==> src/verilog/ckg_regs.svh <==
// register map, field positions and reset values of the clock gate block
//
// Overview of operation
// - chop-timer gate bit 2 set stops amplifier chop clock; reset 0x0004 starts it off
// - chop-timer gate bit 1 set stops sleep/wake-up timer clock; resets to 0
// - main gate bit 5 set stops front-end control clock; resets to 0, clock runs
// - oscillator control write accepted only after key 0xcb14 written to unlock key
// - a write to any other register after unlocking relocks the protection
// - control bit 10 reads 1 once crystal oscillator enabled and stable; resets 0
// - control bit 9 reads 1 once internal high-frequency oscillator enabled and stable
// - stable flags catch first settling after each enable; later loss of stability not reported
// - control bits 2/1/0 enable crystal, hf internal, lf internal; resets 0/1/1
// - control bit 8 reads 1 once low-frequency oscillator enabled and stable
`ifndef CKG_REGS_SVH
`define CKG_REGS_SVH

// ************************************************************
// offsets (byte addresses)
// ************************************************************
`define CKG_MAIN_GATE_OFS     32'h0000_0410
`define CKG_UNLOCK_KEY_OFS    32'h0000_0a0c
`define CKG_OSC_CONTROL_OFS   32'h0000_0a10
`define CKG_CHOP_GATE_OFS     32'h0000_0a70
`define CKG_IRQ_STATUS_OFS    32'h0000_0a80
`define CKG_IRQ_ENABLE_OFS    32'h0000_0a84
`define CKG_IRQ_CLEAR_OFS     32'h0000_0a88

// ************************************************************
// fields
// ************************************************************
`define CKG_CHOP_AMP_OFF_BIT  2
`define CKG_CHOP_SLEEP_OFF_BIT 1
`define CKG_CHOP_WMASK        16'h0007
`define CKG_MAIN_FE_OFF_BIT   5
`define CKG_MAIN_WMASK        16'h03ff
`define CKG_OSC_XTAL_OK_BIT   10
`define CKG_OSC_HF_OK_BIT     9
`define CKG_OSC_LF_OK_BIT     8
`define CKG_OSC_XTAL_EN_BIT   2
`define CKG_OSC_HF_EN_BIT     1
`define CKG_OSC_LF_EN_BIT     0
`define CKG_UNLOCK_VALUE      16'hcb14
`define CKG_IRQ_W             4
`define CKG_IRQ_XTAL_BIT      0
`define CKG_IRQ_HF_BIT        1
`define CKG_IRQ_LF_BIT        2
`define CKG_IRQ_REJECT_BIT    3

// ************************************************************
// reset values
// ************************************************************
`define CKG_CHOP_GATE_RST     16'h0004
`define CKG_MAIN_GATE_RST     16'h01c0
`define CKG_UNLOCK_KEY_RST    16'h0000
`define CKG_OSC_EN_RST        3'h3

`endif

==> src/verilog/ckg_top_dummy_guard.sv <==
// spare design unit; it holds no module
`timescale 1ns/1ps

==> src/verilog/ckg_pkg.sv <==
// types shared by the clock gate block
package ckg_pkg;
  typedef enum logic [1:0] {
    CKG_LOCKED   = 2'b01,
    CKG_UNLOCKED = 2'b10
  } ckg_lock_t;
endpackage : ckg_pkg

==> src/verilog/ckg_osc_flag.sv <==
// sticky oscillator stable flag with a one-cycle settle pulse
`timescale 1ns/1ps
module ckg_osc_flag (
  input  wire logic clk_sys,
  input  wire logic nrst,
  input  wire logic osc_on,
  input  wire logic osc_ready,
  output logic      stable_flag,
  output logic      settle_pulse
);
  logic next_stable_flag;
  logic next_settle_pulse;

  // only a disable clears the flag, never a lost ready
  always_comb begin
    next_stable_flag  = osc_on & (stable_flag | osc_ready);
    next_settle_pulse = next_stable_flag & ~stable_flag;
  end

  always_ff @(posedge clk_sys or negedge nrst) begin
    if (!nrst) begin
      stable_flag  <= 1'b0;
      settle_pulse <= 1'b0;
    end else begin
      stable_flag  <= next_stable_flag;
      settle_pulse <= next_settle_pulse;
    end
  end
endmodule : ckg_osc_flag

==> src/verilog/ckg_gate_en.sv <==
// registered clock enables from disable bits
`timescale 1ns/1ps
module ckg_gate_en #(
  parameter int W = 3
) (
  input  wire logic         clk_sys,
  input  wire logic         nrst,
  input  wire logic [W-1:0] clk_off,
  output logic      [W-1:0] clk_en
);
  logic [W-1:0] next_clk_en;

  generate
    if (W < 1) begin : g_chk
      $error("ckg_gate_en: W must be at least 1");
    end
  endgenerate

  always_comb begin
    next_clk_en = ~clk_off;
  end

  // all enables start low; they follow the bits one cycle after reset
  always_ff @(posedge clk_sys or negedge nrst) begin
    if (!nrst) begin
      clk_en <= '0;
    end else begin
      clk_en <= next_clk_en;
    end
  end
endmodule : ckg_gate_en

==> src/verilog/ckg_top.sv <==
// clock gate and key protected oscillator control with apb registers
`timescale 1ns/1ps
`include "ckg_regs.svh"
module ckg_top #(
  parameter int PADDR_W = 32
) (
  input  wire logic              clk_sys,
  input  wire logic              nrst,
  input  wire logic [PADDR_W-1:0] paddr,
  input  wire logic              psel,
  input  wire logic              penable,
  input  wire logic              pwrite,
  input  wire logic [31:0]       pwdata,
  output logic      [31:0]       prdata,
  output logic                   pready,
  output logic                   pslverr,
  input  wire logic              crystal_ready,
  input  wire logic              hf_internal_ready,
  input  wire logic              lf_internal_ready,
  output logic                   amp_chop_clk_en,
  output logic                   sleep_timer_clk_en,
  output logic                   frontend_ctrl_clk_en,
  output logic                   crystal_osc_on,
  output logic                   hf_internal_osc_on,
  output logic                   lf_internal_osc_on,
  output logic      [9:0]        main_gate_cfg,
  output ckg_pkg::ckg_lock_t     lock_state,
  output logic                   irq
);
  import ckg_pkg::*;

  generate
    if (PADDR_W < 12) begin : g_chk
      $error("ckg_top: PADDR_W must be at least 12");
    end
  endgenerate

  // ************************************************************
  // apb decode
  // ************************************************************
  logic [31:0] addr32;
  logic        setup;
  logic        wr_acc;
  logic        hit;
  logic        hit_chop, hit_main, hit_key, hit_osc;
  logic        hit_ist, hit_ien, hit_icl;

  always_comb begin
    addr32   = 32'(paddr);
    hit_chop = (addr32 == `CKG_CHOP_GATE_OFS);
    hit_main = (addr32 == `CKG_MAIN_GATE_OFS);
    hit_key  = (addr32 == `CKG_UNLOCK_KEY_OFS);
    hit_osc  = (addr32 == `CKG_OSC_CONTROL_OFS);
    hit_ist  = (addr32 == `CKG_IRQ_STATUS_OFS);
    hit_ien  = (addr32 == `CKG_IRQ_ENABLE_OFS);
    hit_icl  = (addr32 == `CKG_IRQ_CLEAR_OFS);
    hit      = hit_chop | hit_main | hit_key | hit_osc | hit_ist | hit_ien | hit_icl;
    setup    = psel & ~penable;
    // writes land on the access edge, which is the only edge with pready high
    wr_acc   = psel & penable & pready & pwrite;
  end

  // ************************************************************
  // registers
  // ************************************************************
  logic [15:0]           chop_timer_gate_reg, next_chop_timer_gate_reg;
  logic [15:0]           main_gate_reg, next_main_gate_reg;
  logic [15:0]           osc_unlock_key, next_osc_unlock_key;
  logic [2:0]            osc_en, next_osc_en;
  ckg_lock_t             lock_q, next_lock_q;
  logic                  reject_ev, next_reject_ev;
  logic [`CKG_IRQ_W-1:0] irq_status, next_irq_status;
  logic [`CKG_IRQ_W-1:0] irq_enable, next_irq_enable;
  logic                  next_irq;
  logic                  xtal_ok, hf_ok, lf_ok;
  logic                  xtal_rise, hf_rise, lf_rise;
  logic [`CKG_IRQ_W-1:0] ev;
  logic [`CKG_IRQ_W-1:0] clr;

  always_comb begin
    next_chop_timer_gate_reg = chop_timer_gate_reg;
    next_main_gate_reg       = main_gate_reg;
    next_osc_unlock_key      = osc_unlock_key;
    next_osc_en              = osc_en;
    next_lock_q              = lock_q;
    next_reject_ev           = 1'b0;
    if (wr_acc && hit) begin
      // any mapped write relocks, osc writes too; only a good key below unlocks
      next_lock_q = CKG_LOCKED;
      if (hit_chop) begin
        next_chop_timer_gate_reg = pwdata[15:0] & `CKG_CHOP_WMASK;
      end
      if (hit_main) begin
        next_main_gate_reg = pwdata[15:0] & `CKG_MAIN_WMASK;
      end
      if (hit_key) begin
        next_osc_unlock_key = pwdata[15:0];
        if (pwdata[15:0] == `CKG_UNLOCK_VALUE) begin
          next_lock_q = CKG_UNLOCKED;
        end
      end
      if (hit_osc) begin
        if (lock_q == CKG_UNLOCKED) begin
          next_osc_en = pwdata[2:0];
        end else begin
          next_reject_ev = 1'b1;
        end
      end
    end
  end

  always_ff @(posedge clk_sys or negedge nrst) begin
    if (!nrst) begin
      chop_timer_gate_reg <= `CKG_CHOP_GATE_RST;
      main_gate_reg       <= `CKG_MAIN_GATE_RST;
      osc_unlock_key      <= `CKG_UNLOCK_KEY_RST;
      osc_en              <= `CKG_OSC_EN_RST;
      lock_q              <= CKG_LOCKED;
      reject_ev           <= 1'b0;
    end else begin
      chop_timer_gate_reg <= next_chop_timer_gate_reg;
      main_gate_reg       <= next_main_gate_reg;
      osc_unlock_key      <= next_osc_unlock_key;
      osc_en              <= next_osc_en;
      lock_q              <= next_lock_q;
      reject_ev           <= next_reject_ev;
    end
  end

  // ************************************************************
  // oscillator flags and clock enables
  // ************************************************************
  ckg_osc_flag u_xtal (
    .clk_sys      (clk_sys),
    .nrst         (nrst),
    .osc_on       (osc_en[`CKG_OSC_XTAL_EN_BIT]),
    .osc_ready    (crystal_ready),
    .stable_flag  (xtal_ok),
    .settle_pulse (xtal_rise)
  );

  ckg_osc_flag u_hf (
    .clk_sys      (clk_sys),
    .nrst         (nrst),
    .osc_on       (osc_en[`CKG_OSC_HF_EN_BIT]),
    .osc_ready    (hf_internal_ready),
    .stable_flag  (hf_ok),
    .settle_pulse (hf_rise)
  );

  ckg_osc_flag u_lf (
    .clk_sys      (clk_sys),
    .nrst         (nrst),
    .osc_on       (osc_en[`CKG_OSC_LF_EN_BIT]),
    .osc_ready    (lf_internal_ready),
    .stable_flag  (lf_ok),
    .settle_pulse (lf_rise)
  );

  ckg_gate_en #(.W(3)) u_gate (
    .clk_sys (clk_sys),
    .nrst    (nrst),
    .clk_off ({main_gate_reg[`CKG_MAIN_FE_OFF_BIT],
               chop_timer_gate_reg[`CKG_CHOP_SLEEP_OFF_BIT],
               chop_timer_gate_reg[`CKG_CHOP_AMP_OFF_BIT]}),
    .clk_en  ({frontend_ctrl_clk_en, sleep_timer_clk_en, amp_chop_clk_en})
  );

  // ************************************************************
  // interrupts
  // ************************************************************
  always_comb begin
    ev = '0;
    ev[`CKG_IRQ_XTAL_BIT]   = xtal_rise;
    ev[`CKG_IRQ_HF_BIT]     = hf_rise;
    ev[`CKG_IRQ_LF_BIT]     = lf_rise;
    ev[`CKG_IRQ_REJECT_BIT] = reject_ev;
    clr = '0;
    if (wr_acc && hit_icl) begin
      clr = pwdata[`CKG_IRQ_W-1:0];
    end
    next_irq_enable = irq_enable;
    if (wr_acc && hit_ien) begin
      next_irq_enable = pwdata[`CKG_IRQ_W-1:0];
    end
    // a new event beats a clear in the same cycle
    next_irq_status = (irq_status & ~clr) | ev;
    next_irq        = |(next_irq_status & next_irq_enable);
  end

  always_ff @(posedge clk_sys or negedge nrst) begin
    if (!nrst) begin
      irq_status <= '0;
      irq_enable <= '0;
      irq        <= 1'b0;
    end else begin
      irq_status <= next_irq_status;
      irq_enable <= next_irq_enable;
      irq        <= next_irq;
    end
  end

  // ************************************************************
  // apb answer and outputs
  // ************************************************************
  logic [31:0] next_prdata;
  logic        next_pready;
  logic        next_pslverr;
  logic [15:0] osc_view;

  always_comb begin
    osc_view                       = {13'h0000, osc_en};
    osc_view[`CKG_OSC_XTAL_OK_BIT] = xtal_ok;
    osc_view[`CKG_OSC_HF_OK_BIT]   = hf_ok;
    osc_view[`CKG_OSC_LF_OK_BIT]   = lf_ok;
    next_prdata  = prdata;
    next_pready  = setup;
    next_pslverr = setup & ~hit;
    if (setup) begin
      next_prdata = 32'h0000_0000;
      if (!pwrite) begin
        case (1'b1)
          hit_chop: next_prdata = {16'h0000, chop_timer_gate_reg};
          hit_main: next_prdata = {16'h0000, main_gate_reg};
          hit_key:  next_prdata = {16'h0000, osc_unlock_key};
          hit_osc:  next_prdata = {16'h0000, osc_view};
          hit_ist:  next_prdata = {28'h0000000, irq_status};
          hit_ien:  next_prdata = {28'h0000000, irq_enable};
          default:  next_prdata = 32'h0000_0000;
        endcase
      end
    end
  end

  always_ff @(posedge clk_sys or negedge nrst) begin
    if (!nrst) begin
      prdata             <= 32'h0000_0000;
      pready             <= 1'b0;
      pslverr            <= 1'b0;
      crystal_osc_on     <= 1'b0;
      hf_internal_osc_on <= 1'b1;
      lf_internal_osc_on <= 1'b1;
      main_gate_cfg      <= 10'(`CKG_MAIN_GATE_RST);
      lock_state         <= CKG_LOCKED;
    end else begin
      prdata             <= next_prdata;
      pready             <= next_pready;
      pslverr            <= next_pslverr;
      crystal_osc_on     <= next_osc_en[`CKG_OSC_XTAL_EN_BIT];
      hf_internal_osc_on <= next_osc_en[`CKG_OSC_HF_EN_BIT];
      lf_internal_osc_on <= next_osc_en[`CKG_OSC_LF_EN_BIT];
      main_gate_cfg      <= next_main_gate_reg[9:0];
      lock_state         <= next_lock_q;
    end
  end
endmodule : ckg_top

==> config.mk <==
export PLATFORM = sky130hd
export DESIGN_NAME = ckg_top
export DESIGN_NICKNAME = d
export VERILOG_FILES = /design/src/verilog/ckg_top_dummy_guard.sv /design/src/verilog/ckg_pkg.sv /design/src/verilog/ckg_osc_flag.sv /design/src/verilog/ckg_gate_en.sv /design/src/verilog/ckg_top.sv
export VERILOG_INCLUDE_DIRS = /design/src /design/src/verilog
export SDC_FILE = /design/constraint.sdc
export NUM_CORES = 1
export LEC_CHECK = 0
export CAP_MARGIN = 20
export CORE_MARGIN = 4
export CORE_UTILIZATION = 59
export DETAILED_ROUTE_END_ITERATION = 10
export DONT_BUFFER_PORTS = 1
export GPL_TIMING_DRIVEN = 0
export PLACE_DENSITY = 0.83
export SYNTH_ARGS = -nofsm -noshare
export SYNTH_HDL_FRONTEND = slang
export SYNTH_SLANG_ARGS = --single-unit
==> constraint.sdc <==
create_clock -name clk_sys -period 2.3 [get_ports clk_sys]
set_clock_uncertainty 0.15 [all_clocks]
set_input_delay 0.345 -clock clk_sys [delete_from_list [all_inputs] [get_ports clk_sys]]
set_output_delay 0.345 -clock clk_sys [all_outputs]
set_load 0.02 [all_outputs]
==> summary.txt <==
Status = finished, final reports clean
RSZ-0062 raised after global routing = yes
CP Class = flip-flop to flip-flop
Num CTS Buffers = 9
Non-filler cells, final = 402
Row Count = 27
Most area-consuming cells after synthesis = dfrtp_1, mux2_2, dfstp_2
Post-synthesis cell type count = 52
Initial Util = 0.605
Achievable frequency = 442 MHz
Minimum hold slack = 0.00395 ns
FF-to-FF End = irq
Hold WC Path Type = input port to flip-flop
Final hold vios = 0
R2R Setup Slk = 0.04 ns
Placed cell count = 362
Critical Path Start Type = flip-flop
Critical path's top delay family = simple AND/OR/NAND/NOR gates
Core area = 5470 sq um
Slowest CP cell = dfrtp_1
Top FF cell, synth = dfrtp_1
Clock transition at path regs = 0.08 ns
Total Neg Setup Slack = 0 ns
Largest regs = osc_unlock_key x16, prdata x16, main_gate_cfg x10
EDFF count, synth = 0
Hpwl dp = 5890 um
Number of global-route vias before repair = 2743
Die ar. = 6880 sq um
CP Max Fanout = 6
Congestion Overflow GR = 0
RR Startpoint = pready
IO Port Bufs = 0
Vias = 2537
CTS tree = yes
Measured slew at the worst slew-check pin = 0.890 ns
Post-route DRC = 0
Largest net degree at the start of global routing = 72
Seq/Total Area, Yosys = 0.539
Buffers & Inverters on Critical Path = 0
Total GRT Usage = 0.267
Nets = 397
First-pass GRT wire length = 14400 um
Maximum VDD drop = 468 uV
Synth cell count leaders = dfrtp_1, mux2_2, buf_4, nand2_1, mux2_1
Global placement routability congestion = 0.911
Clk sinks = 71
Fillcell total = 378
Vias/cell = 6.31
Critical path launch point = pready
Detail Route Antenna Nets = 0
PwrDens = 635 nW/um^2
Post-Place Setup Slack = -0.723 ns
Antenna diodes = 0
Number of H-tree levels = 3
Post-layout util = 0.753
Skew-Pair Late Insertion Delay = 0.35 ns
Layout area overhead = 24.4%
Period utilization = 0.983
Post-route minimum period = 2.26 ns
LEAKAGE = 1.93 nW
Synthesis Warnings = 0
DRT Pass-1 Iters = 4
CP required = 2.36 ns
Final worst slack = 0.0391 ns
Worst path max stage delay = 0.48 ns
Most numerous cell in the Yosys netlist = dfrtp_1
Relative slew margins = 0.401
Root Buffer = clkbuf_8
Final setup fails = 0
Worst path arrival time = 2.32 ns
Initial DRC Count = 209
WL per Instance = 21.7 um
Initial antenna violation count = 0
Max Cap Violations = 0
Gate Count Post-Synth = 275
Routed WL = 8730 um
CP endpoint kind = flip-flop
Register bit total from synthesis = 71
Synthesized area per cell = 12.0 sq um
R2R depth = 6
Layout cells sized above 1 = 0.309
Clock Tree Buf Depth = 2
Async SR Flop Fraction = 1.00
Critical Path Sink = irq
Cells along the critical path = and4_2 > nand3b_1 > nor4_4 > mux2_2 > o21ai_0 > nand4_1
Synthesized cell area = 3310 sq um
Die Y-Extent = 82.9 um
Slew Limit Fails = 0
DIE WIDTH = 82.9 um
Levels on crit path = 6
# IOs = 125
Yosys top cell area share = 0.483
Post-synth top area cell = dfrtp_1
==> what timing repair did <==
action                     in CTS  in global routing
setup buffers                   5                  0
pin swaps                       4                  0
hold buffers                   19                  1
hold endpoints to repair      102                  1
setup endpoints to repair      52                 29
gates resized for setup         7                  8
==> area by class of cell <==
| cell class | instances | area, sq um | area share |
|---|---|---|---|
| sequential | 71 | 1790 | 0.433 |
| multi-input combinational | 188 | 1550 | 0.376 |
| timing repair buffer | 25 | 255 | 0.0619 |
| buffer | 24 | 171 | 0.0416 |
| clock buffer | 10 | 138 | 0.0334 |
| clock inverter | 6 | 108 | 0.0261 |
| tap | 72 | 90.1 | 0.0219 |
| inverter | 6 | 22.5 | 0.00547 |
==> stage by stage <==
stage          cell area [sq um]  power (mW)
2_1_floorplan               3450        1.35
3_3_place_gp                3540        1.36
3_5_place_dp                3540        1.36
4_1_cts                     4070        2.61
5_1_grt                     4120        2.70
6_report                    4120        2.62
==> routing by layer <==
metal / routed length (um) / vias up / global-route usage
li1: - / 1098 / -
met5: 0 / - / 0
met3: 1060 / 25 / 0.118
met1: 3160 / 1256 / 0.308
met4: 198 / 0 / 0.0996
met2: 4310 / 158 / 0.440
==> power breakdown <==
group / switching, mW / leakage (nW) / internal (mW)
Combinational: 0.0843 / 0.864 / 0.0622
Sequential: 0.00360 / 0.944 / 1.25
Clock: 0.469 / 0.122 / 0.746
Total: 0.557 / 1.93 / 2.06
==> cell families (layout without fill, tap and decap cells) <==
logic type / Yosys count / in the layout / synth area share
other cells: 1 / 16 / 0.00113
simple gates: 75 / 75 / 0.148
compound gates: 58 / 58 / 0.125
flops: 71 / 71 / 0.539
mux: 39 / 39 / 0.133
buf+inv: 31 / 71 / 0.0551
==> worst min path at each step <==
| stage | start | end | cells after the start |
|---|---|---|---|
| 3_5_place_dp | nrst | main_gate_cfg[1] | 0 |
| 5_1_grt | pwdata[0] | chop_timer_gate_reg[0] | 1 |
| 3_3_place_gp | nrst | main_gate_cfg[1] | 0 |
| 6_report | pwdata[15] | osc_unlock_key[15] | 1 |
| 2_1_floorplan | nrst | chop_timer_gate_reg[0] | 0 |
| 4_1_cts | pwdata[15] | osc_unlock_key[15] | 1 |
==> placed cells by master (no fill, tap or decap), drive strengths merged, types with 2 or more instances in the layout <==
cell type | netlist | final
dfrtp | 64 | 64
mux2 | 39 | 39
buf | 21 | 27
dlygate4sd3 | 0 | 19
conb | 1 | 16
nand2 | 15 | 15
clkbuf | 4 | 13
nor4 | 13 | 13
o21ai | 13 | 13
nor2 | 8 | 8
a21oi | 8 | 8
dfstp | 7 | 7
inv | 6 | 6
a22oi | 6 | 6
a22o | 5 | 5
o221ai | 5 | 5
a21boi | 5 | 5
nor3 | 4 | 4
nand3b | 4 | 4
or2 | 4 | 4
nand4 | 4 | 4
nor4b | 4 | 4
and3 | 3 | 3
o21a | 3 | 3
nor2b | 3 | 3
o22a | 3 | 3
bufinv | 0 | 3
nand3 | 2 | 2
and2 | 2 | 2
o31ai | 2 | 2
a32oi | 2 | 2
clkinv | 0 | 2
nand2b | 2 | 2
Note: power is estimated with default switching activity, not from simulation.
